### src/prg_pkg.sv
// Package for the protected register write guard.
// Assumes an 8-bit peripheral register port on one system clock.
package prg_pkg;

    localparam int ADDR_W = 8;
    localparam int DATA_W = 8;
    localparam int PROT_N = 5;
    localparam int IRQ_W = 2;

    // Register offsets
    localparam logic [7:0] OFS_CMD = 8'h00;
    localparam logic [7:0] OFS_STATUS = 8'h01;
    localparam logic [7:0] OFS_POWER_SAVE = 8'h02;
    localparam logic [7:0] OFS_CPU_CLK = 8'h03;
    localparam logic [7:0] OFS_CLK = 8'h04;
    localparam logic [7:0] OFS_WDT_MODE = 8'h05;
    localparam logic [7:0] OFS_WDT_RES = 8'h06;
    localparam logic [7:0] OFS_IRQ_STAT = 8'h08;
    localparam logic [7:0] OFS_IRQ_MASK = 8'h09;

    // Field positions
    localparam int ERR_BIT = 0;
    localparam int EVT_VIOL_BIT = 0;
    localparam int EVT_OK_BIT = 1;

    // Values after reset, and the read data of other offsets
    localparam logic [7:0] RST_POWER_SAVE = 8'h00;
    localparam logic [7:0] RST_CPU_CLK = 8'h00;
    localparam logic [7:0] RST_CLK = 8'h00;
    localparam logic [7:0] RST_WDT_MODE = 8'h00;
    localparam logic [7:0] RST_WDT_RES = 8'h00;
    localparam logic [1:0] RST_IRQ_STAT = 2'h0;
    localparam logic [1:0] RST_IRQ_MASK = 2'h0;
    localparam logic [7:0] RD_UNDEF = 8'h00;

    typedef enum logic [1:0] {
        BIT_NONE,
        BIT_SET,
        BIT_CLR,
        BIT_INV
    } prg_bitop_t;

    typedef enum logic {
        ST_IDLE,
        ST_ARMED
    } prg_state_t;

    typedef struct packed {
        logic wr;
        logic rd;
        logic [ADDR_W-1:0] addr;
        logic [DATA_W-1:0] wdata;
        prg_bitop_t op;
        logic [2:0] bitn;
    } prg_req_t;

    typedef logic [DATA_W-1:0] prg_prot_arr_t [PROT_N];

    // Index of a protected register, PROT_N when not protected
    function automatic int prot_index(input logic [ADDR_W-1:0] a);
        unique case (a)
            OFS_POWER_SAVE: prot_index = 0;
            OFS_CPU_CLK: prot_index = 1;
            OFS_CLK: prot_index = 2;
            OFS_WDT_MODE: prot_index = 3;
            OFS_WDT_RES: prot_index = 4;
            default: prot_index = PROT_N;
        endcase
    endfunction : prot_index

    function automatic logic is_protected(input logic [ADDR_W-1:0] a);
        is_protected = (prot_index(a) != PROT_N);
    endfunction : is_protected

    function automatic logic [DATA_W-1:0] prot_reset(input int i);
        unique case (i)
            0: prot_reset = RST_POWER_SAVE;
            1: prot_reset = RST_CPU_CLK;
            2: prot_reset = RST_CLK;
            3: prot_reset = RST_WDT_MODE;
            default: prot_reset = RST_WDT_RES;
        endcase
    endfunction : prot_reset

endpackage : prg_pkg

### src/prg_bitop.sv
// Store or bit set/clear/invert merge of one register byte.
// Assumes the old value is the current content of the addressed register.
module prg_bitop (
    input wire logic [7:0] old_val,
    input wire logic [7:0] wdata,
    input wire prg_pkg::prg_bitop_t op,
    input wire logic [2:0] bitn,
    output logic [7:0] new_val
);
    logic [7:0] sel;

    always_comb begin
        sel = 8'h01 << bitn;
        unique case (op)
            prg_pkg::BIT_SET: new_val = old_val | sel;
            prg_pkg::BIT_CLR: new_val = old_val & ~sel;
            prg_pkg::BIT_INV: new_val = old_val ^ sel;
            prg_pkg::BIT_NONE: new_val = wdata;
        endcase
    end

endmodule : prg_bitop

### src/prg_guard.sv
// Write guard for the five protected system registers, with error flag and interrupt.
// Assumes a CPU on the same clock issuing one-cycle write or read strobes.
//
// Local design decisions: the register addresses and the plain strobed port.
module prg_guard (
    input wire logic CLOCK,
    input wire logic RST_B,
    input wire logic [7:0] ADDR,
    input wire logic [7:0] WDATA,
    input wire logic WR,
    input wire logic RD,
    input wire logic [1:0] BIT_OP,
    input wire logic [2:0] BIT_NUM,
    output logic [7:0] RDATA,
    output logic [7:0] POWER_SAVE_CTRL,
    output logic [7:0] CPU_CLOCK_CTRL,
    output logic [7:0] CLOCK_CTRL,
    output logic [7:0] WATCHDOG_MODE,
    output logic [7:0] WATCHDOG_RESET_STATUS,
    output logic PROTECT_ERROR,
    output logic INTR_HOLD,
    output logic IRQ
);

    prg_pkg::prg_req_t req;
    prg_pkg::prg_state_t state_ff;
    prg_pkg::prg_state_t nxt_state;
    prg_pkg::prg_prot_arr_t prot_ff;
    logic read_seen_ff;
    logic err_ff;
    logic [1:0] irq_stat_ff;
    logic [1:0] nxt_irq_stat;
    logic [1:0] irq_mask_ff;
    logic [1:0] nxt_irq_mask;
    logic irq_ff;
    logic [7:0] rdata_ff;
    logic [7:0] cur_val;
    logic [7:0] wval;
    logic armed;
    logic wr_cmd;
    logic wr_prot;
    logic wr_stat;
    logic wr_other;
    logic wr_wdt_mode;
    logic accept;
    logic viol;
    logic wbit_err;
    int widx;

    // Request bundle
    always_comb begin
        req.wr = WR;
        req.rd = RD;
        req.addr = ADDR;
        req.wdata = WDATA;
        req.op = prg_pkg::prg_bitop_t'(BIT_OP);
        req.bitn = BIT_NUM;
    end

    // Read view of the addressed register
    function automatic logic [7:0] read_mux(
        input logic [7:0] a,
        input prg_pkg::prg_prot_arr_t p,
        input logic e,
        input logic [1:0] s,
        input logic [1:0] m
    );
        int i;
        i = prg_pkg::prot_index(a);
        if (i != prg_pkg::PROT_N) begin
            read_mux = p[i];
        end else if (a == prg_pkg::OFS_STATUS) begin
            read_mux = {7'h00, e};
        end else if (a == prg_pkg::OFS_IRQ_STAT) begin
            read_mux = {6'h00, s};
        end else if (a == prg_pkg::OFS_IRQ_MASK) begin
            read_mux = {6'h00, m};
        end else begin
            read_mux = prg_pkg::RD_UNDEF;
        end
    endfunction : read_mux

    assign cur_val = read_mux(req.addr, prot_ff, err_ff, irq_stat_ff, irq_mask_ff);

    // Store or read-modify-write merge
    prg_bitop u_bitop (
        .old_val(cur_val),
        .wdata(req.wdata),
        .op(req.op),
        .bitn(req.bitn),
        .new_val(wval)
    );

    // Access decode
    always_comb begin
        armed = (state_ff == prg_pkg::ST_ARMED);
        widx = prg_pkg::prot_index(req.addr);
        wr_cmd = req.wr && (req.addr == prg_pkg::OFS_CMD);
        wr_prot = req.wr && prg_pkg::is_protected(req.addr);
        wr_stat = req.wr && (req.addr == prg_pkg::OFS_STATUS);
        wr_other = req.wr && !wr_cmd && !wr_prot && !wr_stat;
        wr_wdt_mode = req.wr && (req.addr == prg_pkg::OFS_WDT_MODE);
        wbit_err = wval[prg_pkg::ERR_BIT];
        // Watchdog mode loses its unlock once a read slipped in
        accept = wr_prot && armed && !(wr_wdt_mode && read_seen_ff);
        viol = (wr_prot && !accept) || (armed && (wr_cmd || wr_other));
    end

    // Unlock sequencer
    always_comb begin
        nxt_state = state_ff;
        if (req.wr) begin
            // Any write consumes the unlock; only an unarmed command write arms
            if (wr_cmd && !armed) begin
                nxt_state = prg_pkg::ST_ARMED;
            end else begin
                nxt_state = prg_pkg::ST_IDLE;
            end
        end
    end

    always_ff @(posedge CLOCK or negedge RST_B) begin
        if (!RST_B) begin
            state_ff <= prg_pkg::ST_IDLE;
        end else begin
            state_ff <= nxt_state;
        end
    end

    // Reads while armed are remembered, not punished
    always_ff @(posedge CLOCK or negedge RST_B) begin
        if (!RST_B) begin
            read_seen_ff <= 1'b0;
        end else if (req.wr) begin
            read_seen_ff <= 1'b0;
        end else if (req.rd && armed) begin
            read_seen_ff <= 1'b1;
        end
    end

    // Protected registers
    generate
        for (genvar g = 0; g < prg_pkg::PROT_N; g++) begin : g_prot
            always_ff @(posedge CLOCK or negedge RST_B) begin
                if (!RST_B) begin
                    prot_ff[g] <= prg_pkg::prot_reset(g);
                end else if (accept && (widx == g)) begin
                    prot_ff[g] <= wval;
                end
            end
        end
    endgenerate

    // Error flag: violation sets, a direct write gives its value
    always_ff @(posedge CLOCK or negedge RST_B) begin
        if (!RST_B) begin
            err_ff <= 1'b0;
        end else if (viol) begin
            err_ff <= 1'b1;
        end else if (wr_stat) begin
            err_ff <= wbit_err;
        end
    end

    // Interrupt status, write one to clear, set wins
    always_comb begin
        nxt_irq_stat = irq_stat_ff;
        if (req.wr && (req.addr == prg_pkg::OFS_IRQ_STAT)) begin
            nxt_irq_stat = irq_stat_ff & ~wval[1:0];
        end
        nxt_irq_stat[prg_pkg::EVT_VIOL_BIT] = nxt_irq_stat[prg_pkg::EVT_VIOL_BIT] | viol;
        nxt_irq_stat[prg_pkg::EVT_OK_BIT] = nxt_irq_stat[prg_pkg::EVT_OK_BIT] | accept;
    end

    always_comb begin
        nxt_irq_mask = irq_mask_ff;
        if (req.wr && (req.addr == prg_pkg::OFS_IRQ_MASK)) begin
            nxt_irq_mask = wval[1:0];
        end
    end

    always_ff @(posedge CLOCK or negedge RST_B) begin
        if (!RST_B) begin
            irq_stat_ff <= prg_pkg::RST_IRQ_STAT;
            irq_mask_ff <= prg_pkg::RST_IRQ_MASK;
        end else begin
            irq_stat_ff <= nxt_irq_stat;
            irq_mask_ff <= nxt_irq_mask;
        end
    end

    always_ff @(posedge CLOCK or negedge RST_B) begin
        if (!RST_B) begin
            irq_ff <= 1'b0;
        end else begin
            irq_ff <= |(nxt_irq_stat & nxt_irq_mask);
        end
    end

    // Read data, one cycle after the strobe
    always_ff @(posedge CLOCK or negedge RST_B) begin
        if (!RST_B) begin
            rdata_ff <= 8'h00;
        end else if (req.rd) begin
            rdata_ff <= cur_val;
        end else begin
            rdata_ff <= 8'h00;
        end
    end

    assign RDATA = rdata_ff;
    assign POWER_SAVE_CTRL = prot_ff[0];
    assign CPU_CLOCK_CTRL = prot_ff[1];
    assign CLOCK_CTRL = prot_ff[2];
    assign WATCHDOG_MODE = prot_ff[3];
    assign WATCHDOG_RESET_STATUS = prot_ff[4];
    assign PROTECT_ERROR = err_ff;
    assign INTR_HOLD = armed;
    assign IRQ = irq_ff;

    // Checks
    AST_ARM_ON_CMD: assert property (
        @(posedge CLOCK) disable iff (!RST_B)
        (WR && (ADDR == prg_pkg::OFS_CMD) && !INTR_HOLD) |=> INTR_HOLD
    ) else $error("Command write did not arm the guard");

    AST_ARM_ONE_WRITE: assert property (
        @(posedge CLOCK) disable iff (!RST_B)
        (INTR_HOLD && WR) |=> !INTR_HOLD
    ) else $error("Unlock survived a write");

    AST_BITOP_ACCEPT: assert property (
        @(posedge CLOCK) disable iff (!RST_B)
        (WR && INTR_HOLD && (ADDR == prg_pkg::OFS_CLK) && (BIT_OP == 2'h1))
            |=> CLOCK_CTRL == ($past(CLOCK_CTRL) | (8'h01 << $past(BIT_NUM)))
    ) else $error("Bit set on protected register not applied");

    AST_HOLD_AFTER_CMD: assert property (
        @(posedge CLOCK) disable iff (!RST_B)
        (WR && (ADDR == prg_pkg::OFS_CMD) && !INTR_HOLD) ##1 !WR |=> INTR_HOLD
    ) else $error("Interrupt hold dropped before the protected write");

    AST_UNARMED_ERR: assert property (
        @(posedge CLOCK) disable iff (!RST_B)
        (WR && prg_pkg::is_protected(ADDR) && !INTR_HOLD)
            |=> PROTECT_ERROR && $stable(POWER_SAVE_CTRL) && $stable(WATCHDOG_MODE)
    ) else $error("Unarmed protected write not flagged or not blocked");

    AST_ARMED_OTHER_ERR: assert property (
        @(posedge CLOCK) disable iff (!RST_B)
        (WR && INTR_HOLD && (ADDR == prg_pkg::OFS_IRQ_MASK)) |=> PROTECT_ERROR
    ) else $error("Armed write to free register not flagged");

    AST_READ_NEUTRAL: assert property (
        @(posedge CLOCK) disable iff (!RST_B)
        (RD && !WR && INTR_HOLD) |=> INTR_HOLD && $stable(PROTECT_ERROR)
    ) else $error("Read disturbed the unlock or the error flag");

    AST_CMD_NO_DATA: assert property (
        @(posedge CLOCK) disable iff (!RST_B)
        (WR && (ADDR == prg_pkg::OFS_CMD))
            |=> $stable(CLOCK_CTRL) && $stable(WATCHDOG_RESET_STATUS) && $stable(CPU_CLOCK_CTRL)
    ) else $error("Command write altered a protected register");

    AST_ERR_DIRECT: assert property (
        @(posedge CLOCK) disable iff (!RST_B)
        (WR && (ADDR == prg_pkg::OFS_STATUS) && (BIT_OP == 2'h0))
            |=> PROTECT_ERROR == $past(WDATA[0])
    ) else $error("Error flag did not take the written value");

    AST_CMD_READ: assert property (
        @(posedge CLOCK) disable iff (!RST_B)
        (RD && (ADDR == prg_pkg::OFS_CMD)) |=> RDATA == prg_pkg::RD_UNDEF
    ) else $error("Command register read not constant");

    AST_WDT_READ_BLOCK: assert property (
        @(posedge CLOCK) disable iff (!RST_B)
        (INTR_HOLD && RD && !WR) ##1 (WR && (ADDR == prg_pkg::OFS_WDT_MODE))
            |=> PROTECT_ERROR && $stable(WATCHDOG_MODE)
    ) else $error("Watchdog mode written after an intervening read");

    AST_ACCEPT_STORE: assert property (
        @(posedge CLOCK) disable iff (!RST_B)
        (WR && INTR_HOLD && (ADDR == prg_pkg::OFS_POWER_SAVE) && (BIT_OP == 2'h0))
            |=> (POWER_SAVE_CTRL == $past(WDATA)) && !INTR_HOLD
    ) else $error("Armed store to power save control not applied");

    AST_WDT_ACCEPT: assert property (
        @(posedge CLOCK) disable iff (!RST_B)
        (WR && INTR_HOLD && (ADDR == prg_pkg::OFS_WDT_MODE) && (BIT_OP == 2'h0) && !read_seen_ff)
            |=> WATCHDOG_MODE == $past(WDATA)
    ) else $error("Armed store to watchdog mode not applied");

    AST_BITCLR_ACCEPT: assert property (
        @(posedge CLOCK) disable iff (!RST_B)
        (WR && INTR_HOLD && (ADDR == prg_pkg::OFS_WDT_RES) && (BIT_OP == 2'h2))
            |=> WATCHDOG_RESET_STATUS == ($past(WATCHDOG_RESET_STATUS) & ~(8'h01 << $past(BIT_NUM)))
    ) else $error("Bit clear on protected register not applied");

    AST_BITINV_ACCEPT: assert property (
        @(posedge CLOCK) disable iff (!RST_B)
        (WR && INTR_HOLD && (ADDR == prg_pkg::OFS_CPU_CLK) && (BIT_OP == 2'h3))
            |=> CPU_CLOCK_CTRL == ($past(CPU_CLOCK_CTRL) ^ (8'h01 << $past(BIT_NUM)))
    ) else $error("Bit invert on protected register not applied");

    AST_CMD_DOUBLE: assert property (
        @(posedge CLOCK) disable iff (!RST_B)
        (WR && INTR_HOLD && (ADDR == prg_pkg::OFS_CMD)) |=> PROTECT_ERROR && !INTR_HOLD
    ) else $error("Second command write not flagged");

    AST_ERR_ZERO_WINS: assert property (
        @(posedge CLOCK) disable iff (!RST_B)
        (WR && INTR_HOLD && (ADDR == prg_pkg::OFS_STATUS) && (BIT_OP == 2'h0) && !WDATA[0])
            |=> !PROTECT_ERROR
    ) else $error("Zero written after command did not clear the flag");

    AST_FREE_NO_ERR: assert property (
        @(posedge CLOCK) disable iff (!RST_B)
        (WR && !INTR_HOLD && (ADDR == prg_pkg::OFS_IRQ_MASK)) |=> $stable(PROTECT_ERROR)
    ) else $error("Unarmed write to free register touched the flag");

    AST_IRQ_ON_VIOL: assert property (
        @(posedge CLOCK) disable iff (!RST_B)
        (viol && irq_mask_ff[prg_pkg::EVT_VIOL_BIT] && !(WR && (ADDR == prg_pkg::OFS_IRQ_MASK)))
            |=> IRQ
    ) else $error("Unmasked violation did not raise the interrupt");

    AST_READ_KEEPS: assert property (
        @(posedge CLOCK) disable iff (!RST_B)
        (RD && !WR) |=> $stable(POWER_SAVE_CTRL) && $stable(CLOCK_CTRL) && $stable(WATCHDOG_MODE)
    ) else $error("Read altered a protected register");

    AST_RDATA_PROT: assert property (
        @(posedge CLOCK) disable iff (!RST_B)
        (RD && (ADDR == prg_pkg::OFS_WDT_RES)) |=> RDATA == $past(WATCHDOG_RESET_STATUS)
    ) else $error("Protected register read returned wrong data");

    AST_RDATA_IDLE: assert property (
        @(posedge CLOCK) disable iff (!RST_B)
        !RD |=> RDATA == 8'h00
    ) else $error("Read data not zero outside the read cycle");

endmodule : prg_guard

### config.mk
export PLATFORM = sky130hd
export DESIGN_NAME = prg_guard
export DESIGN_NICKNAME = d
export VERILOG_FILES = /design/src/prg_pkg.sv /design/src/prg_bitop.sv /design/src/prg_guard.sv
export SDC_FILE = /design/constraint.sdc
export NUM_CORES = 1
export LEC_CHECK = 0
export BUFFER_PORTS_ARGS = -buffer_cell sky130_fd_sc_hd__buf_2
export CAP_MARGIN = 20
export CELL_PAD_IN_SITES_DETAIL_PLACEMENT = 1
export CELL_PAD_IN_SITES_GLOBAL_PLACEMENT = 1
export CORE_AREA = 8 8 93 95
export CTS_BUF_LIST = sky130_fd_sc_hd__clkbuf_4
export DETAILED_ROUTE_END_ITERATION = 10
export DIE_AREA = 0 0 101 103
export GPL_TIMING_DRIVEN = 0
export PLACE_DENSITY_LB_ADDON = 0.1
export SETUP_SLACK_MARGIN = 0.3
export SYNTH_ARGS = -nofsm -noshare
export SYNTH_HDL_FRONTEND = slang
export SYNTH_SLANG_ARGS = --single-unit
### constraint.sdc
create_clock -name CLOCK -period 4.3 [get_ports CLOCK]
set_input_delay 0.215 -clock CLOCK [delete_from_list [all_inputs] [get_ports CLOCK]]
set_output_delay 0.215 -clock CLOCK [all_outputs]
set_load 0.05 [all_outputs]
== Word level (Yosys, flattened, before mapping) ==
Index checks and enable logic that the tools add are counted.

* Bits in registers: 56
* Input port bits: 25

* Order comparisons: 1
* Equality and inequality tests: 16
* Shift-type cells: 1
* Muxes and demuxes: 17
* Bitwise operators: 10
* Reduce and logical (&&, ||, !) cells: 35

{| class="wikitable"
|+ Operator list
! kind !! count
|-
| $mux W8 || 5
|-
| $eq A32 B2 Y1 const B || 1
|-
| $ge A32 B4 Y1 const B || 1
|-
| $logic_not A32 Y1 || 1
|-
| $ne A32 B4 Y1 const B || 1
|-
| $not A32 Y32 || 1
|-
| $pmux W8 S4 || 1
|-
| $bmux W8 S3 || 1
|-
| $eq A8 B3 Y1 const B || 3
|-
| $logic_and A1 B1 Y1 || 21
|-
| $eq A8 B2 Y1 const B || 2
|-
| $eq A8 B4 Y1 const B || 2
|-
| $pmux W3 S5 || 1
|-
| $and A8 B8 Y8 || 1
|-
| $eq A8 B1 Y1 const B || 1
|-
| $logic_not A8 Y1 || 1
|-
| $mux W2 || 4
|-
| $not A8 Y8 || 1
|-
| $or A8 B8 Y8 || 1
|-
| $shl A1 B3 Y8 const A || 1
|-
| $xor A8 B8 Y8 || 1
|-
| $eq A3 B2 Y1 const B || 2
|-
| $logic_not A1 Y1 || 6
|-
| $mux W1 || 5
|-
| 10 further kinds || 15
|}

== Longest topological paths before layout ==
* Word-level depth: 15
* Gate-level depth with buffers: 12

== Cells and area by module ==
From an unflattened synthesis, not the netlist that was laid out.

* Cells, all modules: 274
* Area, all modules: 3255.6 µm²

{| class="wikitable"
|+ Modules (own cells, without submodules)
! module !! instances !! cells an instance !! area each (µm²) !! sequential area each (µm²)
|-
| prg_guard || 1 || 223 || 2733.9 || 1401.3
|-
| prg_bitop || 1 || 51 || 521.8 || 0.0
|}

== Least setup slack after synthesis ==
Ideal clock, no wire load.

* Path type: register -> register
* From: register prot_ff (netlist bit WATCHDOG_RESET_STATUS[0])
* To: register irq_ff, in the netlist IRQ
* Library setup time: 0.121 ns
* Arrival time: 3.200 ns
* Setup slack: 0.979 ns
* Stages on the path, launching flop included: 10
* Buffers on the path: 0
* Period minus slack after synthesis: 3.321 ns
* Path through: dfrtp_1 > mux2_2 > o22ai_1 > o21ai_0 > nor4b_1 > ha_1 > mux4_2 > or4_1 > a221o_1 > a22o_1

* Word-level cells in the longest chain between the ends: 12

{| class="wikitable"
|+ Ends and longest elaborated chain
! element !! RTL line !! RTL
|-
| start, declared || prg_guard.sv:28 || <nowiki>prg_pkg::prg_prot_arr_t prot_ff;</nowiki>
|-
| start signal, assigned by index || prg_guard.sv:146 || <nowiki>prot_ff[g] <= prg_pkg::prot_reset(g);</nowiki>
|-
| start signal, assigned by index || prg_guard.sv:148 || <nowiki>prot_ff[g] <= wval;</nowiki>
|-
| $bmux W8 S3 * || prg_guard.sv:71 || <nowiki>read_mux = p[i];</nowiki>
|-
| $mux W8 (implied by the code) * (2 in series) || prg_guard.sv:71 ||
|-
| $mux W8 * || prg_guard.sv:70 || <nowiki>if (i != prg_pkg::PROT_N) begin</nowiki>
|-
| $xor A8 B8 Y8 (tied with other cells) || prg_bitop.sv:17 || <nowiki>prg_pkg::BIT_INV: new_val = old_val ^ sel;</nowiki>
|-
| $pmux W8 S4 * || prg_bitop.sv:14 || <nowiki>unique case (op)</nowiki>
|-
| $not A2 Y2 * || prg_guard.sv:169 || <nowiki>nxt_irq_stat = irq_stat_ff & ~wval[1:0];</nowiki>
|-
| $and A2 B2 Y2 * || prg_guard.sv:169 ||
|-
| $mux W2 * || prg_guard.sv:168 || <nowiki>if (req.wr && (req.addr == prg_pkg::OFS_IRQ_STAT)) begin</nowiki>
|-
| $or A1 B1 Y1 * || prg_guard.sv:171 || <nowiki>nxt_irq_stat[prg_pkg::EVT_VIOL_BIT] = nxt_irq_stat[prg_pkg::EVT_VIOL_BIT] | viol;</nowiki>
|-
| net nxt_irq_stat[0] || prg_guard.sv:32 || <nowiki>logic [1:0] nxt_irq_stat;</nowiki>
|-
| $and A2 B2 Y2 * || prg_guard.sv:196 || <nowiki>irq_ff <= |(nxt_irq_stat & nxt_irq_mask);</nowiki>
|-
| $reduce_or A2 Y1 * || prg_guard.sv:196 ||
|-
| end signal, assigned || prg_guard.sv:196 ||
|-
| end, declared || prg_guard.sv:35 || <nowiki>logic irq_ff;</nowiki>
|}

Mark *: on every way through the listed nets, which the timed path passes. The rest lies on a longest branch. The select of a mux whose other input is x is not followed.
A chain may end at the register's enable or synchronous reset.

== Worst setup path in the final report ==
* From: input port ADDR[2]
* To: register irq_ff, in the netlist IRQ

* Word-level cells in the longest chain between the ends: 15

{| class="wikitable"
|+ Ends and longest elaborated chain
! element !! RTL line !! RTL
|-
| start, declared || prg_guard.sv:8 || <nowiki>input wire logic [7:0] ADDR,</nowiki>
|-
| $eq A8 B3 Y1 (tied with other cells) || prg_pkg.sv:61 || <nowiki>unique case (a)</nowiki>
|-
| $pmux W3 S5 || prg_pkg.sv:61 ||
|-
| $not A32 Y32 (implied by the code) || prg_guard.sv:71 ||
|-
| $bmux W8 S3 || prg_guard.sv:71 ||
|-
| $mux W8 (implied by the code) (2 in series) || prg_guard.sv:71 ||
|-
| $mux W8 || prg_guard.sv:70 ||
|-
| $xor A8 B8 Y8 (tied with other cells) || prg_bitop.sv:17 ||
|-
| $pmux W8 S4 || prg_bitop.sv:14 ||
|-
| $not A2 Y2 || prg_guard.sv:169 ||
|-
| $and A2 B2 Y2 || prg_guard.sv:169 ||
|-
| $mux W2 || prg_guard.sv:168 ||
|-
| $or A1 B1 Y1 * || prg_guard.sv:171 ||
|-
| net nxt_irq_stat[0] || prg_guard.sv:32 ||
|-
| $and A2 B2 Y2 * || prg_guard.sv:196 ||
|-
| $reduce_or A2 Y1 * || prg_guard.sv:196 ||
|}

Marked as above.

==> results.sh <==
export IMPL_outcome="complete, no violations"
export IMPL_synthesis_stage_register_bit_count=56
export IMPL_vertical_die_dimension_um=103
export IMPL_io_count=76
export IMPL_finalPower_w=0.000884
export IMPL_cts_tree="yes"
export IMPL_totalNegativeSetupSlack_ns=0
export IMPL_worstMarginPinSlew_ns=0.731
export IMPL_setup_violations_final=0
export IMPL_synthMostInstantiatedCell="sky130_fd_sc_hd__dfrtp_1"
export IMPL_largest_net_degree_at_the_start_of_global_routing=32
export IMPL_final_setup_skew_ns=0.00663
export IMPL_netSwitchingFraction_pct=26.6
export IMPL_synth_sequential_area_ratio_pct=44.6
export IMPL_synth_async_sr_flop_share_pct=100
export IMPL_yosysWarnings=0
export IMPL_post_synth_instance_area_sq_um=3140
export IMPL_post_cts_buffers=0
export IMPL_post_dp_cell_area_sq_um=3650
export IMPL_avgRoutedWirePerCell_um=18.7
export IMPL_timing_slew_headroom_pct=50.8
export IMPL_count_of_flip_flops_with_a_built_in_enable_after_synthesis=0
export IMPL_ratio_of_total_power_to_cell_area_nw_per_um2=238
export IMPL_core_area_sq_um=7140
export IMPL_dp_worst_setup_slack_ns=0.0872
export IMPL_combPwrFrac_pct=13.1
export IMPL_worstSkewPairLatency_ns=0.37
export IMPL_global_route_overflow_total=0
export IMPL_maxCapViolCount=0
export IMPL_dominant_combinational_cell_family_by_area_after_synthesis="simple AND/OR/NAND/NOR gates"
export IMPL_synth_top_cell_area_share_pct=44.6
export IMPL_number_of_drc_violations_after_detailed_routing_iteration_0=94
export IMPL_area_sequential_sq_um=1400
export IMPL_layout_cell_area_non_filler_sq_um=3720
export IMPL_ir_worst_vdd_uv=83.8
export IMPL_grt_use_total_pct=19.4
export IMPL_antenna_found_initial=0
export IMPL_category_of_the_critical_setup_timing_path="input pin to flop"
export IMPL_critical_path_endpoint_type="flop"
export IMPL_worstSetupStartpointType="input pin"
export IMPL_gp_routability_congestion=0.837
export IMPL_layout_core_utilization_pct=52.1
export IMPL_ant_nets=0
export IMPL_drc_errors=0
export IMPL_numClockSinks=56
export IMPL_grt_pass1_vias=2993
export IMPL_leakagePower_nw=1.76
export IMPL_route_final_wire_length_mm=9.55
export IMPL_drive_gt1_share_pct=21.8
export IMPL_timing_max_transition_violations_final=0
export IMPL_total_switching_power_w=0.000235
export IMPL_multi_input_logic_area_sq_um=1570
export IMPL_data_required_time_at_the_worst_endpoint_ns=4.57
export IMPL_drt_vias_per_instance=5.35
export IMPL_yosys_area_share_simple_pct=17.4
export IMPL_synth_adder_area_share_pct=6.38
export IMPL_power_sequential_fraction_pct=60.6
export IMPL_compound_cell_area_share_of_the_yosys_netlist_pct=14.3
export IMPL_hold_class="input pin to flop"
export IMPL_numPortBuffers=73
export IMPL_synth_common_cells="sky130_fd_sc_hd__dfrtp_1 (56), sky130_fd_sc_hd__o21ai_0 (47), sky130_fd_sc_hd__nand2_1 (44)"
export IMPL_nFillCells=894
export IMPL_synth_top_flop_cell="sky130_fd_sc_hd__dfrtp_1"
export IMPL_rsz0062_at_grt="false"
export IMPL_fp_row_count=31
export IMPL_post_synth_mux_area_share_pct=11.9
export IMPL_htree_num_levels=2
export IMPL_clock_tree_root_cell="sky130_fd_sc_hd__clkbuf_4"
export IMPL_final_period_utilization_pct=83.3
export IMPL_detailedRoute_firstPassIterationCount=4
export IMPL_cts_buffers=5
export IMPL_p_int_w=0.000649
export IMPL_max_clock_path_buffers=2
export IMPL_hpwl_dp_mm=7.55
export IMPL_arrival_ns=3.86
export IMPL_synth_largest_area_cell="sky130_fd_sc_hd__dfrtp_1"
export IMPL_clk_pin_slew_ns=0.15
export IMPL_period_needed_ns=3.58
export IMPL_floorplan_die_area_sq_um=10400
export IMPL_routed_via_count=2734
export IMPL_mappedNetlistNets=370
export IMPL_yosys_area_share_xor_xnor_pct=0
export IMPL_n_antenna_cell=0
export IMPL_hold_violations=0
export IMPL_initial_core_util_pct=44.0
export IMPL_grt_first_pass_wirelength_mm=15.5
export IMPL_power_share_clock_pct=26.3
export IMPL_postSynthAreaPerCell_sq_um=9.54
export IMPL_cp_max_fo=10
export IMPL_worst_slack_ns=0.718
export IMPL_yosysUniqueCellTypes=44
export IMPL_die_width_um=101
export IMPL_area_delta_synth_final_pct=18.5
export IMPL_max_clock_freq_mhz=279
export IMPL_post_synth_main_area_contributors="sky130_fd_sc_hd__dfrtp_1 (45%), sky130_fd_sc_hd__o21ai_0 (7.5%), sky130_fd_sc_hd__ha_1 (6.4%), sky130_fd_sc_hd__mux2i_1 (5.4%), sky130_fd_sc_hd__nand2_1 (5.3%)"
export IMPL_layout_nets=452
export IMPL_netlist_instances=329
-- placed cells by master, fill, tap and decap left out, drive strengths merged, types with 2 or more instances in the layout --
master,Yosys,routed
or3,2,2
nand2b,4,4
nand2,44,44
o21ai,47,47
or4,2,2
a21oi,10,10
nor3,2,2
inv,26,26
mux2,2,2
nand3b,3,3
nand3,4,4
nand4,6,6
o2bb2ai,7,7
mux2i,17,17
dfrtp,56,56
nor2b,4,4
and2,10,10
o22ai,2,2
buf,6,80
mux4,7,7
nor2,23,23
a2111oi,2,2
or3b,2,2
clkbuf,11,18
ha,16,16
-- final cells by class --
class | count | area share [%]
Clock buffer | 7 | 1.41
Buffer | 17 | 1.95
Timing Repair Buffer | 75 | 10.6
Clock inverter | 1 | 0.101
Inverter | 26 | 2.62
Tap cell | 99 | 3.33
Multi-Input combinational cell | 230 | 42.3
Sequential cell | 56 | 37.7
-- path summary, 6_finish.rpt --
check,to,depth (start not counted),slack [ns],from
worst min register to register,WATCHDOG_RESET_STATUS[0],2,0.52,WATCHDOG_RESET_STATUS[0]
worst max-delay path,IRQ,10,0.72,ADDR[2]
min in group asynchronous,CLOCK_CTRL[3],2,0.41,RST_B
max in group asynchronous,PROTECT_ERROR,3,3.30,RST_B
worst min-delay path,read_seen_ff,2,0.09,WR
worst max register to register,IRQ,9,0.98,PROTECT_ERROR
-- routing by layer --
layer | GRT usage, % | part of all wire, %
met1 | 25.0 | 45
met2 | 32.6 | 48
met3 | 3.58 | 5.9
met4 | 5.61 | 0.66
met5 | 0 | 0
-- flip-flops by register name (all words and copies together), names as in the netlist --
register / flops
CLOCK_CTRL: 8
CPU_CLOCK_CTRL: 8
INTR_HOLD: 1
IRQ: 1
POWER_SAVE_CTRL: 8
PROTECT_ERROR: 1
RDATA: 8
WATCHDOG_MODE: 8
WATCHDOG_RESET_STATUS: 8
irq_mask_ff: 2
irq_stat_ff: 2
read_seen_ff: 1
-- kinds of logic (layout without fill, tap and decap cells) --
group | Yosys count | after routing
simple gates | 111 | 111
buf+inv | 43 | 126
compound gates | 77 | 77
flops | 56 | 56
fa+ha+maj | 16 | 16
mux | 26 | 26
-- power groups by stage --
stage | combinational (W) | clock (W) | sequential [W]
final | 0.000116 | 0.000232 | 0.000536
after CTS | 0.000117 | 0.000242 | 0.000536
after detailed placement | 0.000116 | 0 | 0.000546
after floorplan | 0.0000544 | 0 | 0.000555
after global routing | 0.000128 | 0.000259 | 0.000537
after global placement | 0.000110 | 0 | 0.000546
-- metrics by stage --
stage | hold slack, ns | cells
2_1_floorplan | -0.0806 | 329
3_3_place_gp | 0.474 | 501
3_5_place_dp | 0.310 | 502
4_1_cts | 0.0639 | 511
5_1_grt | 0.0581 | 511
6_report | 0.0859 | 511
-- repair_timing --
item | CTS | global route
hold buffers | 1 | 0
resized for setup | 0 | 1
setup endpoints to repair | 0 | 1
hold endpoints to repair | 30 | 0
-- critical path: stages --
cell                       delay (ns)
sky130_fd_sc_hd__buf_2           0.14
sky130_fd_sc_hd__buf_1           0.47
sky130_fd_sc_hd__clkbuf_1        0.44
sky130_fd_sc_hd__nor3_1          0.12
sky130_fd_sc_hd__nor4b_2         0.50
sky130_fd_sc_hd__ha_1            0.32
sky130_fd_sc_hd__mux4_2          0.59
sky130_fd_sc_hd__or4_1           0.51
sky130_fd_sc_hd__a221o_1         0.34
sky130_fd_sc_hd__a22o_1          0.21
Power figures use the tool's default switching activity.
